$ cat config.mk
export PLATFORM = sky130hd
export DESIGN_NAME = fc_mode_ctrl
export DESIGN_NICKNAME = d
export VERILOG_FILES = /design/src/rtl/fc_pkg.sv /design/src/rtl/fc_timer_if.sv /design/src/rtl/fc_interval_timer.sv /design/src/rtl/fc_mode_ctrl.sv
export VERILOG_INCLUDE_DIRS = /design/src /design/src/rtl
export SDC_FILE = /design/constraint.sdc
export NUM_CORES = 1
export LEC_CHECK = 0
export BUFFER_PORTS_ARGS = -buffer_cell sky130_fd_sc_hd__buf_2
export CAP_MARGIN = 20
export CORE_ASPECT_RATIO = 2
export CORE_MARGIN = 1.5
export CORE_UTILIZATION = 55
export DETAILED_ROUTE_END_ITERATION = 12
export MAX_ROUTING_LAYER = met4
export PLACE_DENSITY_LB_ADDON = 0.1
export SKIP_CTS_REPAIR_TIMING = 1
export SKIP_LAST_GASP = 1
export SYNTH_ARGS = -nofsm -noshare
export SYNTH_HDL_FRONTEND = slang
export SYNTH_HIERARCHICAL = 1
export SYNTH_SLANG_ARGS = --single-unit
$ cat constraint.sdc
create_clock -name mclk -period 11.3 [get_ports mclk]
set_input_delay 3.39 -clock mclk [delete_from_list [all_inputs] [get_ports mclk]]
set_output_delay 3.39 -clock mclk [all_outputs]
set_load 0.02 [all_outputs]
$ cat src/rtl/fc_regs.svh
`ifndef FC_REGS_SVH
`define FC_REGS_SVH
`define FC_ADDR_MASTER 3'h0
`define FC_ADDR_FLASH 3'h1
`define FC_ADDR_TORCH 3'h2
`define FC_RST_MASTER 8'h00
`define FC_RST_FLASH 8'hE0
`define FC_RST_TORCH 8'h00
`define FC_BIT_ON 3
`define FC_BIT_SHORT 2
`define FC_BIT_OPEN 1
`define FC_BIT_TSD 0
`define FC_TMO_HI 7
`define FC_TMO_LO 5
`define FC_BIT_FLASH_REQ 4
`define FC_BIT_TORCH_REQ 4
`define FC_BIT_TORCH_INH 7
`define FC_CUR_HI 3
`define FC_CUR_LO 0
`define FC_SLAVE_ADDR 7'h5A
`define FC_BYTE_BITS 4'h8
`define FC_CLK_KHZ 10000
`define FC_US_PER_MS 1000
`define FC_ENABLE_LOW_MS 1000
`define FC_TMO_STEP_US 156250
`define FC_TMO_CODES 8
`define FC_NUM_PINS 10
`define FC_PIN_IDLE 10'h300
`endif

$ cat src/rtl/fc_pkg.sv
package fc_pkg;
  typedef enum logic [8:0] {
    FC_I2C_IDLE = 9'b000000001,
    FC_I2C_ADDR = 9'b000000010,
    FC_I2C_ADDR_ACK = 9'b000000100,
    FC_I2C_REG = 9'b000001000,
    FC_I2C_REG_ACK = 9'b000010000,
    FC_I2C_WDATA = 9'b000100000,
    FC_I2C_WDATA_ACK = 9'b001000000,
    FC_I2C_RDATA = 9'b010000000,
    FC_I2C_RDATA_ACK = 9'b100000000
  } fc_i2c_state_t;
  typedef enum logic [1:0] {
    FC_CHIP_SHUT = 2'b01,
    FC_CHIP_STANDBY = 2'b10
  } fc_chip_state_t;
  typedef enum logic [2:0] {
    FC_SINK_OFF = 3'b001,
    FC_SINK_TORCH = 3'b010,
    FC_SINK_FLASH = 3'b100
  } fc_sink_t;
endpackage

$ cat src/rtl/fc_timer_if.sv
`timescale 1ns/10ps
`default_nettype none
interface fc_timer_if #(parameter int CNT_W = 24);
  logic restart;
  logic run;
  logic [CNT_W-1:0] limit;
  logic expired;
  modport owner (output restart, output run, output limit, input expired);
  modport timer (input restart, input run, input limit, output expired);
endinterface
`default_nettype wire

$ cat src/rtl/fc_interval_timer.sv
`timescale 1ns/10ps
`default_nettype none
module fc_interval_timer #(
  parameter int CNT_W = 24
) (
  input wire logic mclk,
  input wire logic arst_n,
  fc_timer_if.timer tif
);
  logic [CNT_W-1:0] count;

  // counts while run, stops at the limit
  always_ff @(posedge mclk or negedge arst_n)
  begin
    if (!arst_n)
      count <= '0;
    else if (tif.restart || !tif.run)
      count <= '0;
    else if (count < tif.limit)
      count <= count + 1'b1;
  end

  assign tif.expired = tif.run && !tif.restart && (count >= tif.limit);
endmodule
`default_nettype wire

$ cat src/rtl/fc_mode_ctrl.sv
// Contract
// enable high keeps chip in standby
// enable low over one second shuts down
// register bit can enable or disable chip
// chip-on bit acts like enable pin high
// flash pin rising edge starts flash, timer
// flash register request starts bounded flash
// flash ends when pin low, request cleared
// torch starts on pin edge or register
// torch ends when pin low, request cleared
// inhibit high drops flash to torch level
// inhibit low restores flash level
// inhibit works for pin or register flash
// flash level is max times field percentage
// torch level is max times field percentage
// safety time-out switches flash off
// time-out code steps 156.25 ms, default 111
// current code 0000 full, 0111 is 44.7%
// flash register holds time-out, request, current
// over-voltage turns off boost and sinks
// below threshold minus hysteresis resumes operation
// open channel detected, other channel keeps running
// safety timer restarts per flash, stops after
`timescale 1ns/10ps
`default_nettype none
`include "fc_regs.svh"
module fc_mode_ctrl #(
  parameter int CNT_W = 24,
  parameter int ENABLE_LOW_CYCLES = `FC_ENABLE_LOW_MS * `FC_CLK_KHZ,
  parameter int TMO_STEP_CYCLES =
    (`FC_TMO_STEP_US * `FC_CLK_KHZ) / `FC_US_PER_MS
) (
  input wire logic mclk,
  input wire logic arst_n,
  input wire logic scl,
  input wire logic sda_in,
  output logic sda_out,
  output logic sda_oe_n,
  input wire logic chip_enable,
  input wire logic flash_request_pin,
  input wire logic torch_request_pin,
  input wire logic flash_inhibit_input,
  input wire logic ov_above_threshold,
  input wire logic ov_below_hysteresis,
  input wire logic channel_one_open,
  input wire logic channel_two_open,
  output logic chip_standby,
  output logic boost_enable,
  output fc_pkg::fc_sink_t channel_one_sink,
  output fc_pkg::fc_sink_t channel_two_sink,
  output logic [9:0] channel_one_permille,
  output logic [9:0] channel_two_permille
);
  import fc_pkg::*;

  generate
    if (ENABLE_LOW_CYCLES < 1 || TMO_STEP_CYCLES < 1 ||
        ENABLE_LOW_CYCLES >= 2 ** CNT_W ||
        TMO_STEP_CYCLES * `FC_TMO_CODES >= 2 ** CNT_W)
    begin : g_bad_counts
      $error("timer width cannot hold the configured counts");
    end
  endgenerate

  localparam logic [CNT_W-1:0] LOW_LIMIT = CNT_W'(ENABLE_LOW_CYCLES);
  localparam logic [CNT_W-1:0] STEP_C = CNT_W'(TMO_STEP_CYCLES);

  function automatic logic [9:0] fc_permille(input logic [3:0] code);
    case (code)
      4'h0: fc_permille = 10'h3E8;
      4'h1: fc_permille = 10'h384;
      4'h2: fc_permille = 10'h320;
      4'h3: fc_permille = 10'h2BC;
      4'h4: fc_permille = 10'h276;
      4'h5: fc_permille = 10'h230;
      4'h6: fc_permille = 10'h1F4;
      default: fc_permille = 10'h1BF;
    endcase
  endfunction

  // two-stage synchronisers for all asynchronous pins
  logic [`FC_NUM_PINS-1:0] pin_raw;
  logic [`FC_NUM_PINS-1:0] pin_meta;
  logic [`FC_NUM_PINS-1:0] pin_s;
  // bus lines rest high, so no false edge follows reset
  localparam logic [`FC_NUM_PINS-1:0] PIN_IDLE = `FC_PIN_IDLE;
  assign pin_raw = {scl, sda_in, chip_enable, flash_request_pin,
                    torch_request_pin, flash_inhibit_input,
                    ov_above_threshold, ov_below_hysteresis,
                    channel_one_open, channel_two_open};
  genvar gi;
  generate
    for (gi = 0; gi < `FC_NUM_PINS; gi++)
    begin : g_sync
      always_ff @(posedge mclk or negedge arst_n)
      begin
        if (!arst_n)
        begin
          pin_meta[gi] <= PIN_IDLE[gi];
          pin_s[gi] <= PIN_IDLE[gi];
        end
        else
        begin
          pin_meta[gi] <= pin_raw[gi];
          pin_s[gi] <= pin_meta[gi];
        end
      end
    end
  endgenerate

  logic scl_s, sda_s, en_s, fpin_s, tpin_s, inh_s;
  logic ova_s, ovb_s;
  logic [1:0] open_s;
  assign {scl_s, sda_s, en_s, fpin_s, tpin_s, inh_s, ova_s, ovb_s,
          open_s[0], open_s[1]} = pin_s;

  // edge detection on synchronised levels
  logic scl_d, sda_d, fpin_d, tpin_d;
  always_ff @(posedge mclk or negedge arst_n)
  begin
    if (!arst_n)
    begin
      scl_d <= 1'b1;
      sda_d <= 1'b1;
      fpin_d <= 1'b0;
      tpin_d <= 1'b0;
    end
    else
    begin
      scl_d <= scl_s;
      sda_d <= sda_s;
      fpin_d <= fpin_s;
      tpin_d <= tpin_s;
    end
  end

  logic scl_rise, scl_fall, i2c_start, i2c_stop, flash_rise, torch_rise;
  assign scl_rise = scl_s && !scl_d;
  assign scl_fall = !scl_s && scl_d;
  assign i2c_start = scl_s && scl_d && sda_d && !sda_s;
  assign i2c_stop = scl_s && scl_d && !sda_d && sda_s;
  assign flash_rise = fpin_s && !fpin_d;
  assign torch_rise = tpin_s && !tpin_d;

  // serial register port
  fc_i2c_state_t i2c_state;
  logic [3:0] bit_cnt;
  logic [7:0] shift;
  logic [2:0] reg_ptr;
  logic rw_read, master_ack;
  logic [7:0] master_reg, flash_settings, torch_settings, rd_data;
  logic reg_wr, led_open;

  always_comb
  begin
    case (reg_ptr)
      `FC_ADDR_MASTER: rd_data = master_reg;
      `FC_ADDR_FLASH: rd_data = flash_settings;
      `FC_ADDR_TORCH: rd_data = torch_settings;
      default: rd_data = 8'h00;
    endcase
  end

  assign reg_wr = scl_fall && !i2c_start && !i2c_stop &&
                  (i2c_state == FC_I2C_WDATA) && (bit_cnt == `FC_BYTE_BITS);

  always_ff @(posedge mclk or negedge arst_n)
  begin
    if (!arst_n)
    begin
      i2c_state <= FC_I2C_IDLE;
      bit_cnt <= 4'h0;
      shift <= 8'h00;
      reg_ptr <= 3'h0;
      rw_read <= 1'b0;
      master_ack <= 1'b0;
    end
    else if (i2c_start)
    begin
      i2c_state <= FC_I2C_ADDR;
      bit_cnt <= 4'h0;
    end
    else if (i2c_stop)
      i2c_state <= FC_I2C_IDLE;
    else if (scl_rise)
    begin
      if (i2c_state == FC_I2C_ADDR || i2c_state == FC_I2C_REG ||
          i2c_state == FC_I2C_WDATA)
      begin
        shift <= {shift[6:0], sda_s};
        bit_cnt <= bit_cnt + 1'b1;
      end
      else if (i2c_state == FC_I2C_RDATA)
        bit_cnt <= bit_cnt + 1'b1;
      else if (i2c_state == FC_I2C_RDATA_ACK)
        master_ack <= !sda_s;
    end
    else if (scl_fall)
    begin
      case (i2c_state)
        FC_I2C_ADDR:
          if (bit_cnt == `FC_BYTE_BITS)
          begin
            if (shift[7:1] == `FC_SLAVE_ADDR)
            begin
              i2c_state <= FC_I2C_ADDR_ACK;
              rw_read <= shift[0];
            end
            else
              i2c_state <= FC_I2C_IDLE;
          end
        FC_I2C_ADDR_ACK:
        begin
          bit_cnt <= 4'h0;
          if (rw_read)
          begin
            i2c_state <= FC_I2C_RDATA;
            shift <= rd_data;
          end
          else
            i2c_state <= FC_I2C_REG;
        end
        FC_I2C_REG:
          if (bit_cnt == `FC_BYTE_BITS)
          begin
            i2c_state <= FC_I2C_REG_ACK;
            reg_ptr <= shift[2:0];
          end
        FC_I2C_REG_ACK:
        begin
          bit_cnt <= 4'h0;
          i2c_state <= FC_I2C_WDATA;
        end
        FC_I2C_WDATA:
          if (bit_cnt == `FC_BYTE_BITS)
            i2c_state <= FC_I2C_WDATA_ACK;
        FC_I2C_WDATA_ACK:
        begin
          bit_cnt <= 4'h0;
          reg_ptr <= reg_ptr + 1'b1;
          i2c_state <= FC_I2C_WDATA;
        end
        FC_I2C_RDATA:
          if (bit_cnt == `FC_BYTE_BITS)
          begin
            i2c_state <= FC_I2C_RDATA_ACK;
            reg_ptr <= reg_ptr + 1'b1;
          end
          else
            shift <= {shift[6:0], 1'b0};
        FC_I2C_RDATA_ACK:
        begin
          bit_cnt <= 4'h0;
          if (master_ack)
          begin
            i2c_state <= FC_I2C_RDATA;
            shift <= rd_data;
          end
          else
            i2c_state <= FC_I2C_IDLE;
        end
        default: i2c_state <= FC_I2C_IDLE;
      endcase
    end
  end

  // open-drain data line: acknowledge and read bits
  always_ff @(posedge mclk or negedge arst_n)
  begin
    if (!arst_n)
      sda_oe_n <= 1'b1;
    else
      sda_oe_n <= !(i2c_state == FC_I2C_ADDR_ACK ||
                    i2c_state == FC_I2C_REG_ACK ||
                    i2c_state == FC_I2C_WDATA_ACK ||
                    (i2c_state == FC_I2C_RDATA && !shift[7]));
  end
  assign sda_out = 1'b0;

  // register file
  always_ff @(posedge mclk or negedge arst_n)
  begin
    if (!arst_n)
    begin
      master_reg <= `FC_RST_MASTER;
      flash_settings <= `FC_RST_FLASH;
      torch_settings <= `FC_RST_TORCH;
    end
    else
    begin
      master_reg <= 8'h00;
      master_reg[`FC_BIT_ON] <= master_reg[`FC_BIT_ON];
      master_reg[`FC_BIT_OPEN] <= led_open;
      if (reg_wr && reg_ptr == `FC_ADDR_MASTER)
        master_reg[`FC_BIT_ON] <= shift[`FC_BIT_ON];
      if (reg_wr && reg_ptr == `FC_ADDR_FLASH)
        flash_settings <= shift;
      if (reg_wr && reg_ptr == `FC_ADDR_TORCH)
        torch_settings <= shift;
    end
  end

  // chip enable and shutdown
  fc_chip_state_t chip_state;
  logic en_eff, ready, ovp_trip;
  fc_timer_if #(.CNT_W(CNT_W)) low_tif ();
  fc_timer_if #(.CNT_W(CNT_W)) tmo_tif ();
  assign en_eff = en_s || master_reg[`FC_BIT_ON];
  assign low_tif.restart = en_eff;
  assign low_tif.run = !en_eff && (chip_state == FC_CHIP_STANDBY);
  assign low_tif.limit = LOW_LIMIT;
  fc_interval_timer #(.CNT_W(CNT_W)) u_low_timer (
    .mclk(mclk),
    .arst_n(arst_n),
    .tif(low_tif)
  );

  always_ff @(posedge mclk or negedge arst_n)
  begin
    if (!arst_n)
      chip_state <= FC_CHIP_SHUT;
    else
      case (chip_state)
        FC_CHIP_SHUT:
          if (en_eff)
            chip_state <= FC_CHIP_STANDBY;
        FC_CHIP_STANDBY:
          if (low_tif.expired)
            chip_state <= FC_CHIP_SHUT;
        default: chip_state <= FC_CHIP_SHUT;
      endcase
  end

  // over-voltage latch with hysteresis
  always_ff @(posedge mclk or negedge arst_n)
  begin
    if (!arst_n)
      ovp_trip <= 1'b0;
    else if (ova_s)
      ovp_trip <= 1'b1;
    else if (ovb_s)
      ovp_trip <= 1'b0;
  end

  assign ready = (chip_state == FC_CHIP_STANDBY) && !ovp_trip;

  // flash and torch modes
  logic flash_on, torch_on, flash_start, torch_start, inhibit;
  logic [CNT_W-1:0] tmo_units;
  assign flash_start = ready && (flash_rise ||
    (reg_wr && reg_ptr == `FC_ADDR_FLASH && shift[`FC_BIT_FLASH_REQ]));
  assign torch_start = ready && (torch_rise ||
    (reg_wr && reg_ptr == `FC_ADDR_TORCH && shift[`FC_BIT_TORCH_REQ]));
  assign tmo_units = CNT_W'(flash_settings[`FC_TMO_HI:`FC_TMO_LO]) + 1'b1;
  assign tmo_tif.limit = tmo_units * STEP_C - 1'b1;
  assign tmo_tif.restart = flash_start;
  assign tmo_tif.run = flash_on;
  fc_interval_timer #(.CNT_W(CNT_W)) u_tmo_timer (
    .mclk(mclk),
    .arst_n(arst_n),
    .tif(tmo_tif)
  );

  always_ff @(posedge mclk or negedge arst_n)
  begin
    if (!arst_n)
      flash_on <= 1'b0;
    else if (!ready)
      flash_on <= 1'b0;
    else if (flash_start)
      flash_on <= 1'b1;
    else if (tmo_tif.expired)
      flash_on <= 1'b0;
    else if (!fpin_s && !flash_settings[`FC_BIT_FLASH_REQ])
      flash_on <= 1'b0;
  end

  always_ff @(posedge mclk or negedge arst_n)
  begin
    if (!arst_n)
      torch_on <= 1'b0;
    else if (!ready)
      torch_on <= 1'b0;
    else if (torch_start)
      torch_on <= 1'b1;
    else if (!tpin_s && !torch_settings[`FC_BIT_TORCH_REQ])
      torch_on <= 1'b0;
  end

  // sink level selection
  fc_sink_t level_mode;
  logic [9:0] level_pm;
  assign inhibit = inh_s || torch_settings[`FC_BIT_TORCH_INH];
  always_comb
  begin
    level_mode = FC_SINK_OFF;
    level_pm = 10'h000;
    if (flash_on && !inhibit)
    begin
      level_mode = FC_SINK_FLASH;
      level_pm = fc_permille(flash_settings[`FC_CUR_HI:`FC_CUR_LO]);
    end
    else if (flash_on || torch_on)
    begin
      level_mode = FC_SINK_TORCH;
      level_pm = fc_permille(torch_settings[`FC_CUR_HI:`FC_CUR_LO]);
    end
  end

  fc_sink_t sink_q [2];
  logic [9:0] pm_q [2];
  generate
    for (gi = 0; gi < 2; gi++)
    begin : g_chan
      always_ff @(posedge mclk or negedge arst_n)
      begin
        if (!arst_n)
        begin
          sink_q[gi] <= FC_SINK_OFF;
          pm_q[gi] <= 10'h000;
        end
        else if (!ready || open_s[gi])
        begin
          sink_q[gi] <= FC_SINK_OFF;
          pm_q[gi] <= 10'h000;
        end
        else
        begin
          sink_q[gi] <= level_mode;
          pm_q[gi] <= level_pm;
        end
      end
    end
  endgenerate

  assign channel_one_sink = sink_q[0];
  assign channel_two_sink = sink_q[1];
  assign channel_one_permille = pm_q[0];
  assign channel_two_permille = pm_q[1];

  always_ff @(posedge mclk or negedge arst_n)
  begin
    if (!arst_n)
    begin
      chip_standby <= 1'b0;
      boost_enable <= 1'b0;
      led_open <= 1'b0;
    end
    else
    begin
      chip_standby <= chip_state == FC_CHIP_STANDBY;
      boost_enable <= ready && (flash_on || torch_on) && !(&open_s);
      led_open <= (flash_on || torch_on) && (&open_s);
    end
  end
endmodule
`default_nettype wire

Yosys cells after proc, flatten, opt, wreduce, memory -nomap -nowiden
Index checks and enable logic that the tools add are counted.
{"block": "classes", "n_addsub": 6, "multipliers": 1, "magnitude_cmp": 4, "n_eq_ne": 43, "mux": 56, "bitwise_logic": 5, "n_reduce_logical": 91}
{"cell": "$pmux 10 s7", "n": 2}
{"cell": "$mux 24", "n": 4}
{"cell": "$mux 9", "n": 8}
{"cell": "$mux 8", "n": 8}
{"cell": "$pmux 9 s7", "n": 1}
{"cell": "$add 24x1->24 const B", "n": 2}
{"cell": "$pmux 8 s3", "n": 2}
{"cell": "$mux 10", "n": 4}
{"cell": "$logic_and 1x1->1", "n": 33}
{"cell": "$mux 4", "n": 7}
{"cell": "$eq 4x3->1 const B", "n": 6}
{"cell": "$ge 24x24->1", "n": 1}
{"cell": "$ge 24x24->1 const B", "n": 1}
{"cell": "$lt 24x24->1", "n": 1}
{"cell": "$lt 24x24->1 const B", "n": 1}
{"cell": "$sub 24x1->24 const B", "n": 1}
{"cell": "$logic_not 1->1", "n": 22}
{"cell": "$mul 4x19->22 const B", "n": 1}
{"cell": "$mux 3", "n": 6}
{"cell": "$eq 4x2->1 const B", "n": 4}
{"cell": "$logic_or 1x1->1", "n": 14}
{"cell": "$reduce_and 7->1", "n": 2}
{"cell": "$ne 4x4->1 const B", "n": 3}
{"cell": "$reduce_and 6->1", "n": 2}
{"cell": "other kinds (39)", "n": 70}
{"block": "totals", "register_bits": 151, "in_bits": 12, "elab_cells": 254}

Depth between registers and ports, before layout
{"block": "logic_depth", "word_depth": 18, "ltp_mapped": 28}

Hierarchy
Netlist, hierarchy kept.
{"mod": "fc_mode_ctrl", "n_inst": 1, "cells_each": 628, "area_per_inst_um2": 6163.4}
{"mod": "fc_interval_timer at u_tmo_timer", "n_inst": 1, "cells_each": 242, "area_per_inst_um2": 2029.4}
{"mod": "fc_interval_timer at u_low_timer", "n_inst": 1, "cells_each": 223, "area_per_inst_um2": 1891.8}

Worst setup path before layout
No wires, ideal clock.
{"block": "synth_timing", "kind": "register -> register", "startpoint": "register flash_settings[5]", "endpoint": "register u_tmo_timer.count[1]", "setup_time_ps": 78, "arrival_time_ps": 6801, "required_ps": 11222, "path_slack_ps": 4421, "path_stages_with_launch": 27, "path_buffers": 5, "period_less_slack_ps": 6879, "cell_sequence": "dfstp_2 clkbuf_1 inv_1 ha_1 clkbuf_1 inv_1 fa_1 ha_1 ha_1 clkbuf_1 or3b_2 o21ai_0 a22oi_1 nor4_1 nand4b_1 nor4_1 xnor2_1 inv_1 ha_1 nand4_1 or2_1 or3_1 nand2_1 buf_2 buf_2 o21ai_1 a21oi_1"}
{"block": "synth_between", "elab_chain_len": 5}
{"element": "start: declaration", "line_no": "fc_mode_ctrl.sv:151", "source": "logic [7:0] master_reg, flash_settings, torch_settings, rd_data;"}
{"element": "start signal: assignment", "line_no": "fc_mode_ctrl.sv:286", "source": "flash_settings <= `FC_RST_FLASH;"}
{"element": "start signal: assignment", "line_no": "fc_mode_ctrl.sv:297", "source": "flash_settings <= shift;"}
{"element": "$add 3x1->4", "line_no": "fc_mode_ctrl.sv:354", "source": "assign tmo_units = CNT_W'(flash_settings[`FC_TMO_HI:`FC_TMO_LO]) + 1'b1;"}
{"element": "$mul 4x19->22", "line_no": "fc_mode_ctrl.sv:355", "source": "assign tmo_tif.limit = tmo_units * STEP_C - 1'b1;"}
{"element": "$sub 24x1->24", "line_no": "fc_mode_ctrl.sv:355"}
{"element": "via tmo_tif.limit[12]", "line_no": "fc_timer_if.sv:6", "source": "logic [CNT_W-1:0] limit;"}
{"element": "$lt 24x24->1", "line_no": "fc_interval_timer.sv:19", "source": "else if (count < tif.limit)"}
{"element": "$reduce_bool 2->1 (no line)"}
{"element": "end signal: assignment", "line_no": "fc_interval_timer.sv:20", "source": "count <= count + 1'b1;"}
{"element": "end: declaration", "line_no": "fc_interval_timer.sv:10", "source": "logic [CNT_W-1:0] count;"}
The timed path passes the listed nets, and every way through them passes these cells.
A chain may end at the register's enable or synchronous reset.

Final worst setup path
{"block": "layout_timing", "startpoint": "register flash_settings[5]", "endpoint": "register u_tmo_timer.count[6]"}
The elaborated chain is that of the path after synthesis.

==> metrics <==
outcome complete, no violations; syn avg cell area 9.23 µm²; Tot GR Track Use 0.278; WL final 24.8 mm; die height 195 µm; # setup viols final 0; register area 3800 µm²; post-route setup slack 3900 ps; n_diodes 0; Die Wd 98.8 µm; critical path class register to register; Initial Util 0.564; RSZ-0062 raised after global routing no; Yosys top cell area share 0.340; first-pass GRT wire length 41.2 mm; dpl ws 3950 ps; ANT nets after route 0; clk sinks 151; Seq/Total Area, Yosys 0.376; CTS max path bufs 2; crit path time final 7400 ps; Final nets 1227; DR WL/cell 18.3 µm; IO Count 42; Max stage delay on crit path 720 ps; TNS Setup 0 ps; startpoint class of the critical path register; WP buf/inv 3; Synth Register Bits 151; cell area power density 112 nW/µm²; CTS tree built; routability cong. 0.978; Synth cell types 84; total CTS buffers 17; dominant cell type by area after synthesis dfrtp_1; Clock Latency Late Sink 430 ps; post-DP HPWL 18.6 mm; Critical Path AT 7740 ps; placed inst area 10400 µm²; final worst-path cycle share 0.655; multi-input logic area 5740 µm²; post-synthesis async set-or-reset flop share 1.00; post-route cell area 11000 µm²; biggest regs u_low_timer/count x24, u_tmo_timer/count x24; Worst-Margin Slew 1050 ps; core region area 17900 µm²; Setup crit end kind register; worst vdd ir 0.216 mV; R2R depth 21; NetSw 0.317 mW; Post-Syn Area 10100 µm²; most common cell after layout, fill and taps aside dfrtp_1; Final Hold Fails 0; clk slew on worst S/H paths 70 ps; initial antenna violation count 0; MaxCap Viol Count 0; DR iter-0 viols 376; Vias/cell 6.10; Critical-path top delay cell dfstp_2; die footprint 19200 µm²; clock power share 0.470; Comb power frac 0.070; # rows 69; Seq pwr share 0.460; ys flop type dfrtp_1; number of DRC violations after detailed routing 0; largest net degree at the start of global routing 86; total gr overflow 0; maximum fanout along the worst path 26; layout cell share with drive strength beyond 1 0.127; Pint 0.922 mW; type of the tightest min-delay check register to register; vias 8233; Max-slew headroom 0.301; FMAX 135 MHz; critical path required time 11640 ps; Filler Cell Count 1553; Leakage 5.08 nW; area growth from synthesis to layout 9.26%; Top delay family on crit path simple AND/OR/NAND/NOR gates; instance count on the critical path 21; utilization after layout 0.617; worst-path cell chain inv_1 -> ha_1 -> inv_1 -> fa_1 -> fa_1 -> ha_1 -> or3b_2 -> o21ai_0 -> a22oi_1 -> nor4_1 -> nand4b_1 -> nor4_1 -> xnor2_1 -> inv_1 -> ha_1 -> nand4_1 -> or2_1 -> or3_1 -> nand2_1 -> o31ai_1 -> a21oi_1; Pins Over Slew Limit 0; most frequent cells in the layout dfrtp_1, inv_1, ha_1; Root Driver clkbuf_16; hold-critical path depth 0; clock skew 10.4 ps; Cell Count Post-Placement 1318; Post-synth EDFFs 0; Initial DRT Pass Iterations 7; switching share of power 0.256; fin cells 1350; Yosys warnings 6; Synth area leaders dfrtp_1, ha_1, a21oi_1; vias in the first global route 8347; Port Buffers 40; Post-Syn Instances 1093; CTS H-tree lvls 4
## synthesized netlist by cell type, drive strengths merged (4+ instances only)
| master | instances |
|---|---|
| and3 | 11 |
| a22oi | 9 |
| or3 | 24 |
| a21oi | 79 |
| o22ai | 6 |
| nand4 | 30 |
| dfstp | 14 |
| or4 | 28 |
| nand3b | 4 |
| or2 | 7 |
| dfrtp | 137 |
| xor2 | 12 |
| ha | 83 |
| clkbuf | 40 |
| a31oi | 9 |
| nand2b | 15 |
| and2 | 5 |
| fa | 8 |
| buf | 18 |
| mux2i | 8 |
| nor4 | 9 |
| inv | 96 |
| nor2b | 18 |
| nand2 | 82 |
| nor3 | 25 |
| xnor2 | 30 |
| mux2 | 26 |
| a211o | 4 |
| a21o | 7 |
| o21a | 12 |
| a211oi | 11 |
| o211ai | 16 |
| o21ai | 38 |
| nand3 | 37 |
| o31ai | 24 |
| o22a | 5 |
| nor2 | 63 |
## worst reg2reg max path, cell delays in order, from the launching register on
cell	delay [ps]
dfstp_2	720
inv_1	280
ha_1	630
inv_1	190
fa_1	550
fa_1	460
ha_1	470
or3b_2	510
o21ai_0	90
a22oi_1	160
nor4_1	370
nand4b_1	200
nor4_1	360
xnor2_1	160
inv_1	60
ha_1	290
nand4_1	130
or2_1	300
or3_1	410
nand2_1	600
o31ai_1	210
a21oi_1	160
## per-layer routing
metal  track usage  part of all wire  vias to the layer above
li1              -                 -                     3953
met2         0.536              0.59                      151
met4         0.127             0.037                        0
met3        0.0352             0.022                       56
met1         0.267              0.36                     4073
met5             -                 0                        -
## final timing paths
check                      slack (ps)                                 to                           from
min in group asynchronous        3040  u_tmo_timer/count[19]$_DFFE_PN0P_                         arst_n
setup / recovery                 3900   u_tmo_timer/count[6]$_DFFE_PN0P_  flash_settings[5]$_DFFE_PN1P_
hold reg to reg                   350                open_s[1]$_DFF_PN0_          pin_meta[0]$_DFF_PN0_
hold / removal                    350                open_s[1]$_DFF_PN0_          pin_meta[0]$_DFF_PN0_
max in group asynchronous        6950      channel_one_sink[2]$_DFF_PN0_                         arst_n
setup reg to reg                 3900   u_tmo_timer/count[6]$_DFFE_PN0P_  flash_settings[5]$_DFFE_PN1P_
## power groups by stage
| stage | combinational [mW] | clock [mW] | sequential [mW] |
|---|---|---|---|
| 2_1_floorplan | 0.0537 | 0 | 0.578 |
| 3_3_place_gp | 0.0858 | 0 | 0.579 |
| 3_5_place_dp | 0.0872 | 0 | 0.580 |
| 4_1_cts | 0.0876 | 0.594 | 0.570 |
| 5_1_grt | 0.0974 | 0.616 | 0.572 |
| 6_report | 0.0866 | 0.583 | 0.570 |
## area by class of cell
| type | instances | share of cell area |
|---|---|---|
| multi-input combinational | 813 | 0.521 |
| sequential | 151 | 0.345 |
| clock buffer | 17 | 0.0386 |
| inverter | 96 | 0.0327 |
| tap | 213 | 0.0242 |
| timing repair buffer | 45 | 0.0221 |
| clock inverter | 15 | 0.0167 |
## kinds of logic (layout without fill, tap and decap cells)
logic type	after synthesis	count (layout)	share of synthesized area
AOI/OAI and AO/OA	247	247	0.162
adders and majority gates	91	91	0.119
buffers and inverters	154	173	0.0635
xor gates and xnor gates	42	42	0.0365
other	2	27	0.000745
and+or+nand+nor	372	372	0.202
muxes	34	34	0.0396
DFF	151	151	0.376
## per-stage QoR
stage | hold slack (ps) | total power, mW
2_1_floorplan | 331 | 0.632
3_3_place_gp | 332 | 0.665
3_5_place_dp | 336 | 0.667
4_1_cts | 351 | 1.25
5_1_grt | 351 | 1.29
6_report | 346 | 1.24
Power figures use the tool's default switching activity.
